**src/hdl/clm_map.svh**
```systemverilog
// offsets, field positions, reset values and timing counts of the line coder
// Notes on behaviour
// pulse on final A2 of A1A1A2A2
// software mode moves pulse to programmed byte
// coax without alignment or serial: pulse shows violations
// one 50 ns pulse per errored 16 bits
// lock output follows receive PLL lock
// alarm high on weak or sparse signal
// software may merge lock loss into alarm
// software mode: address straps form host address
// strap select high means software mode
// parallel mode tristates serial receive data
// serial mode outputs recovered bit clock
// line code from strap or control bit 0
// parallel byte clock times 8 paces bits
// serial mode runs from supplied bit clock
// CMI to coax pair, NRZ to fiber
// zero low-high, one alternates full level
// 200 ns without clock edge halts line
// halt lasts until clock edges return
// remote loop disables monitor; else software only
// host disables monitor when tx clock referenced
// most significant bit sent first
// frame pulse lasts one byte period
// last-one polarity has defined reset level
// crystal-timed counter restarts on clock edges
`ifndef CLM_MAP_SVH
`define CLM_MAP_SVH
`define CLM_ADDR_W      12
`define CLM_CTRL_OFS    12'h000
`define CLM_STAT_OFS    12'h004
`define CLM_CTRL_W      11
`define CLM_CTRL_RST    11'h306
`define CLM_C_LINE      0
`define CLM_C_MON       1
`define CLM_C_ALIGN     2
`define CLM_C_COMB      3
`define CLM_C_POS       4
`define CLM_C_PAR       8
`define CLM_C_XREF      9
`define CLM_C_RLOOP     10
`define CLM_A1          8'hF6
`define CLM_A2          8'h28
`define CLM_CLK_PS      25000
`define CLM_MISS_NS     200
`define CLM_MISS_CYC    ((`CLM_MISS_NS * 1000) / `CLM_CLK_PS)
`define CLM_CV_NS       50
`define CLM_CV_CYC      ((`CLM_CV_NS * 1000) / `CLM_CLK_PS)
`define CLM_CV_SPAN     16
`endif

```
**src/hdl/clm_pkg.sv**
```systemverilog
// types shared by the line coder files
package clm_pkg;
	typedef enum logic [1:0] {
		CLM_D_IDLE = 2'b00,
		CLM_D_A1   = 2'b01,
		CLM_D_A1A1 = 2'b10,
		CLM_D_A2   = 2'b11
	} clm_det_t;
	typedef enum logic {
		CLM_NRZ = 1'b0,
		CLM_CMI = 1'b1
	} clm_line_t;
endpackage : clm_pkg

```
**src/hdl/clm_clk_mon.sv**
```systemverilog
// transmit clock watchdog timed by the crystal clock
`timescale 1ns/1ps
`include "clm_map.svh"
module clm_clk_mon #(
	parameter int MISS_CYC = `CLM_MISS_CYC
) (
	input  wire logic clk,
	input  wire logic arst_n,
	input  wire logic enable,
	input  wire logic clk_edge,
	output logic      missing_ff
);
	logic [7:0] quiet_ff;

	// cycles since the last transition, restarted by each edge
	always_ff @(posedge clk or negedge arst_n) begin
		if (!arst_n) begin
			quiet_ff <= 8'h00;
		end else if (!enable || clk_edge) begin
			quiet_ff <= 8'h00;
		end else if (quiet_ff != 8'(MISS_CYC)) begin
			quiet_ff <= quiet_ff + 8'h01;
		end
	end

	// flag clears when an edge is seen again or the monitor is disabled
	always_ff @(posedge clk or negedge arst_n) begin
		if (!arst_n) begin
			missing_ff <= 1'b0;
		end else if (!enable || clk_edge) begin
			missing_ff <= 1'b0;
		end else if (quiet_ff == 8'(MISS_CYC - 1)) begin
			missing_ff <= 1'b1;
		end
	end
endmodule : clm_clk_mon

```
**src/hdl/clm_cmi_enc.sv**
```systemverilog
// CMI encoder giving both half-bit levels of each bit slot
`timescale 1ns/1ps
module clm_cmi_enc (
	input  wire logic clk,
	input  wire logic arst_n,
	input  wire logic bit_stb,
	input  wire logic bit_in,
	input  wire logic halt,
	output logic      half1_ff,
	output logic      half2_ff
);
	logic last_one_ff;

	// last-one polarity starts high so the first one goes out low
	always_ff @(posedge clk or negedge arst_n) begin
		if (!arst_n) begin
			last_one_ff <= 1'b1;
		end else if (bit_stb && bit_in && !halt) begin
			last_one_ff <= ~last_one_ff;
		end
	end

	// halves hold for the whole slot; idle low while halted
	always_ff @(posedge clk or negedge arst_n) begin
		if (!arst_n) begin
			half1_ff <= 1'b0;
			half2_ff <= 1'b0;
		end else if (halt) begin
			half1_ff <= 1'b0;
			half2_ff <= 1'b0;
		end else if (bit_stb) begin
			half1_ff <= bit_in ? ~last_one_ff : 1'b0;
			half2_ff <= bit_in ? ~last_one_ff : 1'b1;
		end
	end
endmodule : clm_cmi_enc

```
**src/hdl/clm_line_coder.sv**
```systemverilog
// transmit line coder, clock monitor and receive status pins
//
// Added by the designer: the address map and the AHB-Lite interface to the registers.
`timescale 1ns/1ps
`include "clm_map.svh"
module clm_line_coder (
	input  wire logic        clk,
	input  wire logic        arst_n,
	// AHB-Lite slave
	input  wire logic        hsel,
	input  wire logic [11:0] haddr,
	input  wire logic [1:0]  htrans,
	input  wire logic        hwrite,
	input  wire logic [2:0]  hsize,
	input  wire logic [31:0] hwdata,
	input  wire logic        hready,
	output logic             hreadyout,
	output logic             hresp,
	output logic [31:0]      hrdata,
	// strap pins
	input  wire logic        strap_select,
	input  wire logic        line_mode_pin,
	input  wire logic        parallel_sel_pin,
	input  wire logic        xtal_ref_pin,
	input  wire logic        rx_align_enable_pin,
	input  wire logic        remote_loop_select,
	input  wire logic        chip_addr_bit_one,
	input  wire logic        chip_addr_bit_zero,
	// transmit system side
	input  wire logic        tx_byte_clock,
	input  wire logic [7:0]  tx_byte_in,
	input  wire logic        tx_bit_clock_p,
	input  wire logic        tx_serial_data_p,
	// receive analog status
	input  wire logic        pll_locked,
	input  wire logic        signal_lost,
	// recovered receive stream, same clock
	input  wire logic        rx_byte_valid,
	input  wire logic [7:0]  rx_byte_data,
	input  wire logic        rx_bit_valid,
	input  wire logic        rx_bit_data,
	input  wire logic        rx_code_err,
	// line and status outputs
	output logic             coax_out_p,
	output logic             coax_out_n,
	output logic             fiber_out_p,
	output logic             fiber_out_n,
	output logic             rx_frame_pulse,
	output logic             rx_pll_lock,
	output logic             no_signal_alarm,
	output logic             rx_bit_clock_p,
	output logic             rx_bit_clock_n,
	output logic             rx_serial_data_p,
	output logic             rx_serial_data_n,
	output logic             rx_serial_oe,
	output logic [7:0]       rx_byte_out,
	output logic [1:0]       host_addr,
	output logic             tx_clock_missing
);
	localparam int NS = 21;

	logic [NS-1:0]          s1_ff;
	logic [NS-1:0]          s2_ff;
	logic                   byte_clk_d_ff;
	logic                   bit_clk_d_ff;
	logic [`CLM_CTRL_W-1:0] ctrl_ff;
	logic                   ap_wr_ff;
	logic                   ap_ctrl_ff;
	logic [`CLM_CTRL_W-1:0] ctrl_view;
	logic [7:0]             shift_ff;
	logic [3:0]             left_ff;
	logic                   bit_stb_ff;
	logic                   bit_val_ff;
	logic                   fib_ff;
	logic                   fibn_ff;
	logic                   half1;
	logic                   half2;
	logic                   missing;
	clm_pkg::clm_det_t      det_ff;
	clm_pkg::clm_det_t      nxt_det;
	logic                   hit;
	logic                   armed_ff;
	logic [3:0]             cnt_ff;
	logic                   fp_ff;
	logic                   fire;
	logic [3:0]             span_ff;
	logic                   err_seen_ff;
	logic [1:0]             cv_left_ff;
	logic                   frame_ff;
	logic                   lock_ff;
	logic                   alarm_ff;
	logic                   rbclk_ff;
	logic                   rbdat_ff;
	logic                   oe_ff;
	logic [7:0]             rbyte_ff;
	logic [1:0]             addr_ff;

	// two flops on every strap, analog status and transmit pin before any logic looks at it
	always_ff @(posedge clk or negedge arst_n) begin
		if (!arst_n) begin
			s1_ff <= '0;
			s2_ff <= '0;
		end else begin
			s1_ff <= {strap_select, line_mode_pin, parallel_sel_pin, xtal_ref_pin,
				rx_align_enable_pin, remote_loop_select, chip_addr_bit_one,
				chip_addr_bit_zero, pll_locked, signal_lost, tx_byte_clock,
				tx_bit_clock_p, tx_serial_data_p, tx_byte_in};
			s2_ff <= s1_ff;
		end
	end

	wire       sw_mode  = s2_ff[20];
	wire       lock_s   = s2_ff[12];
	wire       lost_s   = s2_ff[11];
	wire       bclk_s   = s2_ff[10];
	wire       sclk_s   = s2_ff[9];
	wire       sdat_s   = s2_ff[8];
	wire [7:0] byte_s   = s2_ff[7:0];

	// mode selection: straps and a fixed pulse position of 0 in hardware mode, control bits in software
	wire cmi_mode = sw_mode ? ctrl_ff[`CLM_C_LINE] : s2_ff[19];
	wire par_mode = sw_mode ? ctrl_ff[`CLM_C_PAR] : s2_ff[18];
	wire xref     = sw_mode ? ctrl_ff[`CLM_C_XREF] : s2_ff[17];
	wire align_en = sw_mode ? ctrl_ff[`CLM_C_ALIGN] : s2_ff[16];
	wire rloop    = sw_mode ? ctrl_ff[`CLM_C_RLOOP] : s2_ff[15];
	wire [3:0] fp_pos = sw_mode ? ctrl_ff[`CLM_C_POS +: 4] : 4'h0;

	// monitor runs on crystal reference, never in remote loop
	wire mon_en = xref && !rloop && (!sw_mode || ctrl_ff[`CLM_C_MON]);

	// previous synced clock levels for edge finding
	always_ff @(posedge clk or negedge arst_n) begin
		if (!arst_n) begin
			byte_clk_d_ff <= 1'b0;
			bit_clk_d_ff  <= 1'b0;
		end else begin
			byte_clk_d_ff <= bclk_s;
			bit_clk_d_ff  <= sclk_s;
		end
	end

	wire byte_fall = byte_clk_d_ff && !bclk_s;
	wire bit_rise  = !bit_clk_d_ff && sclk_s;
	wire act_edge  = par_mode ? (byte_clk_d_ff ^ bclk_s) : (bit_clk_d_ff ^ sclk_s);

	// AHB address phase capture; zero wait, always OKAY
	assign hreadyout = 1'b1;
	assign hresp     = 1'b0;
	wire ap_take = hsel && hready && htrans[1];

	always_ff @(posedge clk or negedge arst_n) begin
		if (!arst_n) begin
			ap_wr_ff   <= 1'b0;
			ap_ctrl_ff <= 1'b0;
		end else if (hready) begin
			ap_wr_ff   <= ap_take && hwrite;
			ap_ctrl_ff <= haddr == `CLM_CTRL_OFS;
		end
	end

	// a write still in its data phase is forwarded to a following read
	assign ctrl_view = (ap_wr_ff && ap_ctrl_ff) ? hwdata[`CLM_CTRL_W-1:0] : ctrl_ff;

	always_ff @(posedge clk or negedge arst_n) begin
		if (!arst_n) begin
			ctrl_ff <= `CLM_CTRL_RST;
		end else begin
			ctrl_ff <= ctrl_view;
		end
	end

	// read data registered at the address phase; unmapped reads zero
	always_ff @(posedge clk or negedge arst_n) begin
		if (!arst_n) begin
			hrdata <= 32'h0000_0000;
		end else if (ap_take && !hwrite) begin
			case (haddr)
				`CLM_CTRL_OFS: hrdata <= {21'h000000, ctrl_view};
				`CLM_STAT_OFS: hrdata <= {26'h0000000, addr_ff, sw_mode,
					alarm_ff, lock_ff, missing};
				default: hrdata <= 32'h0000_0000;
			endcase
		end
	end

	// serializer: byte clock times 8, one bit a cycle, MSB first
	always_ff @(posedge clk or negedge arst_n) begin
		if (!arst_n) begin
			shift_ff   <= 8'h00;
			left_ff    <= 4'h0;
			bit_stb_ff <= 1'b0;
			bit_val_ff <= 1'b0;
		end else if (par_mode) begin
			bit_stb_ff <= byte_fall || (left_ff != 4'h0);
			if (byte_fall) begin
				bit_val_ff <= byte_s[7];
				shift_ff   <= {byte_s[6:0], 1'b0};
				left_ff    <= 4'h7;
			end else if (left_ff != 4'h0) begin
				bit_val_ff <= shift_ff[7];
				shift_ff   <= {shift_ff[6:0], 1'b0};
				left_ff    <= left_ff - 4'h1;
			end
		end else begin
			left_ff    <= 4'h0;
			bit_stb_ff <= bit_rise;
			if (bit_rise) begin
				bit_val_ff <= sdat_s;
			end
		end
	end

	clm_clk_mon u_mon (
		.clk        (clk),
		.arst_n     (arst_n),
		.enable     (mon_en),
		.clk_edge   (act_edge),
		.missing_ff (missing)
	);

	clm_cmi_enc u_cmi (
		.clk      (clk),
		.arst_n   (arst_n),
		.bit_stb  (bit_stb_ff && cmi_mode),
		.bit_in   (bit_val_ff),
		.halt     (missing || !cmi_mode),
		.half1_ff (half1),
		.half2_ff (half2)
	);

	// NRZ pair from flops, both low while halted or while coax is chosen
	always_ff @(posedge clk or negedge arst_n) begin
		if (!arst_n) begin
			fib_ff  <= 1'b0;
			fibn_ff <= 1'b0;
		end else if (missing || cmi_mode) begin
			fib_ff  <= 1'b0;
			fibn_ff <= 1'b0;
		end else if (bit_stb_ff) begin
			fib_ff  <= bit_val_ff;
			fibn_ff <= !bit_val_ff;
		end
	end

	// coax pair carries the two half-bit levels of each slot
	assign coax_out_p       = half1;
	assign coax_out_n       = half2;
	assign fiber_out_p      = fib_ff;
	assign fiber_out_n      = fibn_ff;
	assign tx_clock_missing = missing;

	// marker search over the aligned byte stream
	always_comb begin
		nxt_det = det_ff;
		hit     = 1'b0;
		case (det_ff)
			clm_pkg::CLM_D_IDLE: nxt_det = (rx_byte_data == `CLM_A1) ?
				clm_pkg::CLM_D_A1 : clm_pkg::CLM_D_IDLE;
			clm_pkg::CLM_D_A1: nxt_det = (rx_byte_data == `CLM_A1) ?
				clm_pkg::CLM_D_A1A1 : clm_pkg::CLM_D_IDLE;
			clm_pkg::CLM_D_A1A1: begin
				if (rx_byte_data == `CLM_A2) begin
					nxt_det = clm_pkg::CLM_D_A2;
				end else if (rx_byte_data != `CLM_A1) begin
					nxt_det = clm_pkg::CLM_D_IDLE;
				end
			end
			clm_pkg::CLM_D_A2: begin
				hit     = rx_byte_data == `CLM_A2;
				nxt_det = (rx_byte_data == `CLM_A1) ?
					clm_pkg::CLM_D_A1 : clm_pkg::CLM_D_IDLE;
			end
			default: nxt_det = clm_pkg::CLM_D_IDLE;
		endcase
	end

	always_ff @(posedge clk or negedge arst_n) begin
		if (!arst_n) begin
			det_ff <= clm_pkg::CLM_D_IDLE;
		end else if (rx_byte_valid) begin
			det_ff <= nxt_det;
		end
	end

	wire frame_act = par_mode && align_en;
	assign fire = rx_byte_valid && frame_act &&
		((hit && fp_pos == 4'h0) || (armed_ff && cnt_ff == fp_pos));

	// byte counter from the final A2 to the programmed position
	always_ff @(posedge clk or negedge arst_n) begin
		if (!arst_n) begin
			armed_ff <= 1'b0;
			cnt_ff   <= 4'h0;
		end else if (rx_byte_valid) begin
			if (hit && fp_pos != 4'h0) begin
				armed_ff <= 1'b1;
				cnt_ff   <= 4'h1;
			end else if (fire) begin
				armed_ff <= 1'b0;
			end else if (armed_ff) begin
				cnt_ff <= cnt_ff + 4'h1;
			end
		end
	end

	// pulse holds from one byte strobe to the next
	always_ff @(posedge clk or negedge arst_n) begin
		if (!arst_n) begin
			fp_ff <= 1'b0;
		end else if (rx_byte_valid) begin
			fp_ff <= fire;
		end
	end

	// violation spans of 16 bits, one pulse if any errored
	always_ff @(posedge clk or negedge arst_n) begin
		if (!arst_n) begin
			span_ff     <= 4'h0;
			err_seen_ff <= 1'b0;
			cv_left_ff  <= 2'h0;
		end else begin
			if (cv_left_ff != 2'h0) begin
				cv_left_ff <= cv_left_ff - 2'h1;
			end
			if (rx_bit_valid) begin
				span_ff <= span_ff + 4'h1;
				if (span_ff == 4'(`CLM_CV_SPAN - 1)) begin
					err_seen_ff <= 1'b0;
					if (err_seen_ff || rx_code_err) begin
						cv_left_ff <= 2'(`CLM_CV_CYC);
					end
				end else if (rx_code_err) begin
					err_seen_ff <= 1'b1;
				end
			end
		end
	end

	wire cv_on   = cv_left_ff != 2'h0;
	wire cv_mode = cmi_mode && (!align_en || !par_mode);

	// status pins registered so each comes from a flop
	always_ff @(posedge clk or negedge arst_n) begin
		if (!arst_n) begin
			frame_ff <= 1'b0;
			lock_ff  <= 1'b0;
			alarm_ff <= 1'b0;
			addr_ff  <= 2'h0;
		end else begin
			frame_ff <= cv_mode ? cv_on : fp_ff;
			lock_ff  <= lock_s;
			alarm_ff <= lost_s || (sw_mode && ctrl_ff[`CLM_C_COMB] && !lock_s);
			addr_ff  <= sw_mode ? s2_ff[14:13] : 2'h0;
		end
	end

	// serial receive outputs, data floated in parallel mode
	always_ff @(posedge clk or negedge arst_n) begin
		if (!arst_n) begin
			rbclk_ff <= 1'b0;
			rbdat_ff <= 1'b0;
			oe_ff    <= 1'b0;
			rbyte_ff <= 8'h00;
		end else begin
			oe_ff    <= !par_mode;
			rbclk_ff <= !par_mode && rx_bit_valid;
			if (rx_bit_valid) begin
				rbdat_ff <= rx_bit_data;
			end
			if (rx_byte_valid) begin
				rbyte_ff <= par_mode ? rx_byte_data : 8'h00;
			end
		end
	end

	assign rx_frame_pulse   = frame_ff;
	assign rx_pll_lock      = lock_ff;
	assign no_signal_alarm  = alarm_ff;
	assign host_addr        = addr_ff;
	assign rx_bit_clock_p   = rbclk_ff;
	assign rx_bit_clock_n   = !rbclk_ff;
	assign rx_serial_data_p = rbdat_ff;
	assign rx_serial_data_n = !rbdat_ff;
	assign rx_serial_oe     = oe_ff;
	assign rx_byte_out      = rbyte_ff;
endmodule : clm_line_coder

```
**config.mk**
```make
export PLATFORM = sky130hd
export DESIGN_NAME = clm_line_coder
export DESIGN_NICKNAME = d
export VERILOG_FILES = /design/src/hdl/clm_pkg.sv /design/src/hdl/clm_clk_mon.sv /design/src/hdl/clm_cmi_enc.sv /design/src/hdl/clm_line_coder.sv
export VERILOG_INCLUDE_DIRS = /design/src /design/src/hdl
export SDC_FILE = /design/constraint.sdc
export NUM_CORES = 1
export LEC_CHECK = 0
export BUFFER_PORTS_ARGS = -buffer_cell sky130_fd_sc_hd__buf_2
export CAP_MARGIN = 40
export CORE_ASPECT_RATIO = 0.5
export CORE_UTILIZATION = 38
export CTS_CLUSTER_SIZE = 12
export DETAILED_ROUTE_END_ITERATION = 16
export PLACE_DENSITY_LB_ADDON = 0.2
export SLEW_MARGIN = 40
export SYNTH_ARGS = -nofsm -noshare
export SYNTH_HDL_FRONTEND = slang
export SYNTH_SLANG_ARGS = --single-unit
```
**constraint.sdc**
```tcl
create_clock -name clk -period 4.23 [get_ports clk]
set_clock_uncertainty 0.1 [all_clocks]
set_input_delay 0.2115 -clock clk [delete_from_list [all_inputs] [get_ports clk]]
set_output_delay 0.2115 -clock clk [all_outputs]
set_load 0.02 [all_outputs]
```
# [Word level (Yosys, flattened, before mapping)]
# Cells that the tools add are included.
# Widths: inputs -> output; s select.
[op_classes] n_addsub=5 n_eq_ne=14 n_mux=53 bitwise=3 reduce_logical=67
[ops] cell="$mux 8" count=5
[ops] cell="$mux 1" count=30
[ops] cell="$mux 4" count=7
[ops] cell="$logic_and 1x1->1" count=22
[ops] cell="$pmux 11 s2" count=1
[ops] cell="$reduce_bool 2->1" count=10
[ops] cell="$mux 2" count=8
[ops] cell="$logic_not 1->1" count=14
[ops] cell="$eq 12x3->1 const B" count=1
[ops] cell="$logic_not 12->1" count=1
[ops] cell="$mux 11" count=1
[ops] cell="$reduce_and 2->1" count=5
[ops] cell="$logic_or 1x1->1" count=9
[ops] cell="$add 4x1->4 const B" count=2
[ops] cell="$add 8x1->8 const B" count=1
[ops] cell="$eq 8x3->1 const B" count=1
[ops] cell="$eq 8x6->1 const B" count=1
[ops] cell="$eq 8x8->1 const B" count=1
[ops] cell="$ne 8x4->1 const B" count=1
[ops] cell="$ne 8x8->1 const B" count=1
[ops] cell="$reduce_bool 4->1" count=2
[ops] cell="$pmux 2 s3" count=1
[ops] cell="$eq 2x2->1 const B" count=2
[ops] cell="$eq 4x4->1" count=1
[ops] cell="13 further kinds" count=14
[word_totals] regBits=148 output_inout_bits=57 wordCells=176

# [Logic depth before layout (Yosys ltp)]
[logic_depth] depth_word=7 ltp_mapped=9 ltp_nobuf=7

# [Modules after synthesis]
# Synthesis repeated with hierarchy kept, for this count alone.
[unflattened] hier_cells=447 hier_area_um2=5302.6
[by_module_without_submodules] mod="clm_line_coder" n_inst=1 cells_per_inst=385 area_each_um2=4689.5 seq_area_each_um2=2857.7
[by_module_without_submodules] mod="clm_clk_mon" n_inst=1 cells_per_inst=52 area_each_um2=489.2 seq_area_each_um2=225.2
[by_module_without_submodules] mod="clm_cmi_enc" n_inst=1 cells_per_inst=10 area_each_um2=123.9 seq_area_each_um2=76.3

# [Least setup slack after synthesis]
# OpenSTA, ideal clock, no wires.
[synth_timing] kind="reg-to-reg" from="register s2_ff[20]" to="register cnt_ff[3]" setup_time_ps=78 arrival_ps=1514 slack_ps=2538 path_stages_with_launch=7 n_path_buf=1 synth_period_minus_slack_ps=1692 cell_sequence="dfrtp_1 > buf_6 > and4bb_4 > a22oi_4 > a221oi_2 > or4_1 > a21boi_1"
[synth_between] elab_chain_len=7
[synth_lines] item="start: declaration" line_no="clm_line_coder.sv:63" source="logic [NS-1:0] s2_ff;"
[synth_lines] item="start signal: assignment" line_no="clm_line_coder.sv:102" source="s2_ff <= '0;"
[synth_lines] item="start signal: assignment" line_no="clm_line_coder.sv:108" source="s2_ff <= s1_ff;"
[synth_lines] item="$mux 4" line_no="clm_line_coder.sv:126" source="wire [3:0] fp_pos = sw_mode ? ctrl_ff[`CLM_C_POS +: 4] : 4'h0;"
[synth_lines] item="$eq 4x4->1 or $logic_not 4->1 (tied branches)" line_no="clm_line_coder.sv:287" source="((hit && fp_pos == 4'h0) || (armed_ff && cnt_ff == fp_pos));"
[synth_lines] item="$logic_and 1x1->1" line_no="clm_line_coder.sv:287"
[synth_lines] item="$logic_or 1x1->1" line_no="clm_line_coder.sv:287"
[synth_lines] item="$logic_and 1x1->1" line_no="clm_line_coder.sv:286" source="assign fire = rx_byte_valid && frame_act &&"
[synth_lines] item="$ne 2x1->1 (no source line)"
[synth_lines] item="$reduce_and 3->1 (no source line)"
[synth_lines] item="end signal: assignment" line_no="clm_line_coder.sv:301" source="cnt_ff <= cnt_ff + 4'h1;"
[synth_lines] item="end: declaration" line_no="clm_line_coder.sv:83" source="logic [3:0] cnt_ff;"
# Parallel ways exist; a longest one is shown, timed or not.
# A chain may end at the register's enable or synchronous reset.

# [Worst setup path in the final report]
[layout_timing] from="register s2_ff[20]" to="register u_mon.quiet_ff[5]"
[layout_between] elab_chain_len=7
[layout_lines] item="$mux 1" line_no="clm_line_coder.sv:125" source="wire rloop = sw_mode ? ctrl_ff[`CLM_C_RLOOP] : s2_ff[15];"
[layout_lines] item="$logic_not 1->1" line_no="clm_line_coder.sv:129" source="wire mon_en = xref && !rloop && (!sw_mode || ctrl_ff[`CLM_C_MON]);"
[layout_lines] item="$logic_and 1x1->1 (2 in a row)" line_no="clm_line_coder.sv:129"
[layout_lines] item="$logic_not 1->1" line_no="clm_clk_mon.sv:19" source="end else if (!enable || clk_edge) begin"
[layout_lines] item="$logic_or 1x1->1 *" line_no="clm_clk_mon.sv:19"
[layout_lines] item="$mux 8 or $reduce_bool 2->1 (tied branches)"
[layout_lines] item="end signal: assignment" line_no="clm_clk_mon.sv:22" source="quiet_ff <= quiet_ff + 8'h01;"
[layout_lines] item="end: declaration" line_no="clm_clk_mon.sv:13" source="logic [7:0] quiet_ff;"
# Mark *: on every way between the ends. The rest lies on a longest branch, timed or not.

==> results by group <==
Synth
  – Ys async rst share: 1.00
  – Biggest area consumer among synthesized cells: dfrtp_1
  – Top cell type's share of synthesized area: 0.582
  – Yosys warns: 0
  – Sequential fraction of the synthesis area: 0.607
  – Cell variety after synth: 56
  – Post-synthesis cell area: approximately 5200 sq um
  – Cells after Synth: 430
  – Avg Cell Area, Syn: roughly 12 sq um
  – Post-synth EDFFs: 0
  – Ys flop type: dfrtp_1
  – Post-synthesis sequential element count: between 100 and 150
  – Largest cells by area after synthesis: dfrtp_1 58%, buf_4 3.5%, mux2_2 3.5%

Timing
  – Worst slew pin tran: between 0.6 and 0.7 ns
  – Slew HR: 0.540
  – RSZ-0062 raised after global routing: false
  – Final Max Slew Viols: 0
  – Final hold vios: 0
  – Fmax achieved: 0.423 GHz
  – Final min period: roughly 2.4 ns
  – Tcrit/Tclk final: 0.559
  – Setup TNS: 0 ns
  – Setup Viol. Count Final: 0

CTS
  – CTS-repair resized insts: 0
  – Clk root buf: clkbuf_16
  – CTS buffer count: 17
  – # H-tree levels: 4
  – Setup Buffers After CTS: 0
  – Clock tree sinks: 126
  – Worst-Skew Late Latency: 0.41 ns
  – Max clock buf depth: 2
  – Clock transition at path regs: 0.05 ns
  – CTS tree: built

Status
  – Status: finished, final reports clean

Place
  – Gp weighted congestion: ~0.74
  – I/O Buffers: 95
  – DP HPWL: slightly below 7 mm

Routing
  – Total Routed Length: a little over 10 mm
  – Vias per cell: 4.69
  – Initial DRC count: about 130
  – Drt drc: 0
  – Vias post-DR: approximately 3,600
  – Antenna viol nets, final: 0
  – Routed len/inst: 13.6 um
  – DR pass1 iterations: 4

Global routing
  – Pin count of the biggest net entering global routing: just under 60
  – Grt ovf: 0
  – Gr usage total: 0.158
  – Initial antenna violation count: 0
  – Vias in the first global route: approximately 3,500
  – First-pass GRT wire length: 17.3 mm

Power and ir drop
  – Leakage: between 0.003 and 0.004 uW
  – Pwr Density: approximately 530 nW/um^2
  – Peak VDD IR: approximately 0.35 mV

Floorplanning
  – Die Wd: approximately 170 um
  – CORE AREA: about 13,000 sq um
  – Chip Height: about 85 um
  – Rows: 29
  – Total die area: about 14,000 sq um
  – Starting Density: 0.401
  – I/O pins: between 100 and 150

Layout
  – Final #Nets: around 680
  – # fillers: roughly 1,100
  – Synth-to-Final Area Change: 32.5%
  – Share of cells above drive strength 1: 0.280
  – # diodes: 0
  – Core Util, Final: 0.531

Critical path
  – Reg2reg start: s2_ff[20]
  – Crit path to: u_mon.quiet_ff[5]
  – Slowest stage delay, CP: a little under 0.8 ns
  – CP max FO: 18
  – CP arrival: roughly 2.5 ns
  – Worst reg2reg path depth: 5
  – WP data required: 4.40 ns
  – Crit path kind: flop to flop
  – Crit start category: flop
  – Slowest cell on the critical path: dfrtp_1
  – Reg-to-Reg End: u_mon.quiet_ff[5]
  – Worst setup EP type: flop
  – Critical path launch point: s2_ff[20]
  – Worst-path cell chain: nor2b_2, a21oi_4, mux2_2, o21ai_2, nor2_1
  – Reg2reg setup slack: 1.87 ns

Worst hold path
  – Hold crit path type: input pin to flop

Run
  – Max Cap Viol: 0
[per-stage QoR]
step                      std cells  total power [uW]  worst slack [ns]  instance area [sq um]  hold WS, ns
after CTS                       758              3700              1.69                   6870       0.0255
after detailed placement        683              2020              1.70                   5760        0.221
final                           759              3670              1.87                   6890       0.0373
after global placement          683              2000              1.73                   5760        0.220
after global routing            759              3860              1.66                   6890       0.0456
after floorplan                 451              1870              2.54                   5280       -0.184
[cell families (layout without fill, tap and decap cells)]
group,count (synthesis),after routing,share of synthesized area
adders and majority gates,11,11,0.0264
DFF,126,126,0.607
other,2,23,0.00144
AOI/OAI and AO/OA,71,71,0.0947
muxes,33,33,0.0673
buffers and inverters,60,198,0.0628
xor gates and xnor gates,14,14,0.0236
and+or+nand+nor,113,113,0.117
[worst max-delay path, delay by kind of cell (launching register included)]
family,cells,cell delay [ns]
DFF,1,0.78
AOI/OAI and AO/OA,2,0.63
muxes,1,0.44
and+or+nand+nor,2,0.27
[layout make-up]
type | instances | area, sq um | share of cell area
clock buffer | 20 | 457 | 0.0663
clock inverter | 11 | 213 | 0.0309
inverter | 25 | 93.8 | 0.0136
multi-input combinational | 265 | 1800 | 0.262
sequential | 126 | 3160 | 0.458
tap | 170 | 213 | 0.0309
timing repair buffer | 142 | 953 | 0.138
[placed cells by master, fill, tap and decap left out, types with 8 or more instances in the layout]
cell / count
dfrtp_1: 121
buf_2: 94
dlygate4sd3_1: 44
nand2_1: 35
nor2_1: 27
inv_1: 25
conb_1: 23
o21ai_0: 22
mux2i_1: 17
clkbuf_16: 17
mux2_2: 16
ha_1: 11
nand3_1: 10
a21oi_1: 10
o22ai_1: 10
xnor2_1: 8
[flip-flops by register name, summed over array words and instances, names as in the netlist, 2 cells and up]
signal,count
u_mon.quiet_ff,8
det_ff,2
left_ff,4
cv_left_ff,2
rx_byte_out,8
s1_ff,21
shift_ff,7
hrdata,11
span_ff,4
s2_ff,21
host_addr,2
ctrl_ff,11
cnt_ff,4
[power breakdown]
| part | internal (uW) | total (uW) | switching (uW) |
|---|---|---|---|
| combinational | 249 | 538 | 289 |
| sequential | 1370 | 1500 | 128 |
| clock | 1130 | 1630 | 504 |
[worst min-delay path by stage]
stage / start / to / slack (ns) / depth (start not counted)
2_1_floorplan: arst_n / ap_ctrl_ff / -0.18 / 0
3_3_place_gp: arst_n / ap_wr_ff / 0.22 / 1
3_5_place_dp: chip_addr_bit_zero / s1_ff[13] / 0.22 / 1
4_1_cts: rx_bit_valid / span_ff[0] / 0.03 / 2
5_1_grt: rx_bit_valid / span_ff[0] / 0.05 / 2
6_report: rx_bit_valid / span_ff[0] / 0.04 / 2
[synth_stat cells (all sizes together), types with 2 or more instances]
| library cell | number |
|---|---|
| mux2i | 17 |
| conb | 2 |
| nor2 | 27 |
| a22o | 6 |
| dfrtp | 121 |
| a21boi | 2 |
| and3 | 3 |
| nand4b | 5 |
| buf | 28 |
| dfstp | 5 |
| a32oi | 2 |
| nand2b | 4 |
| a21oi | 11 |
| nand2 | 35 |
| clkbuf | 7 |
| xnor2 | 8 |
| nand3 | 10 |
| nand4 | 5 |
| xor2 | 6 |
| o31ai | 2 |
| nor3b | 2 |
| ha | 11 |
| or2 | 2 |
| o211ai | 2 |
| o22ai | 10 |
| o21ai | 25 |
| and2 | 3 |
| a311oi | 2 |
| nor3 | 4 |
| mux2 | 16 |
| nor4b | 2 |
| or3 | 2 |
| nor4 | 3 |
| inv | 25 |
| and4b | 2 |
[metal layers]
layer  global-route usage  wire [um]  up-vias
met5                    0          0        -
met4               0.0550        126        0
met3               0.0514        522       13
met2                0.242       4710      104
met1                0.213       4960     1703
li1                     -          -     1737
[what timing repair did]
item,4_1_cts,5_1_grt
hold buffers,44,0
endpoints found under the setup margin,0,0
endpoints found under the hold margin,97,0
Note: power is estimated with default switching activity, not from simulation.
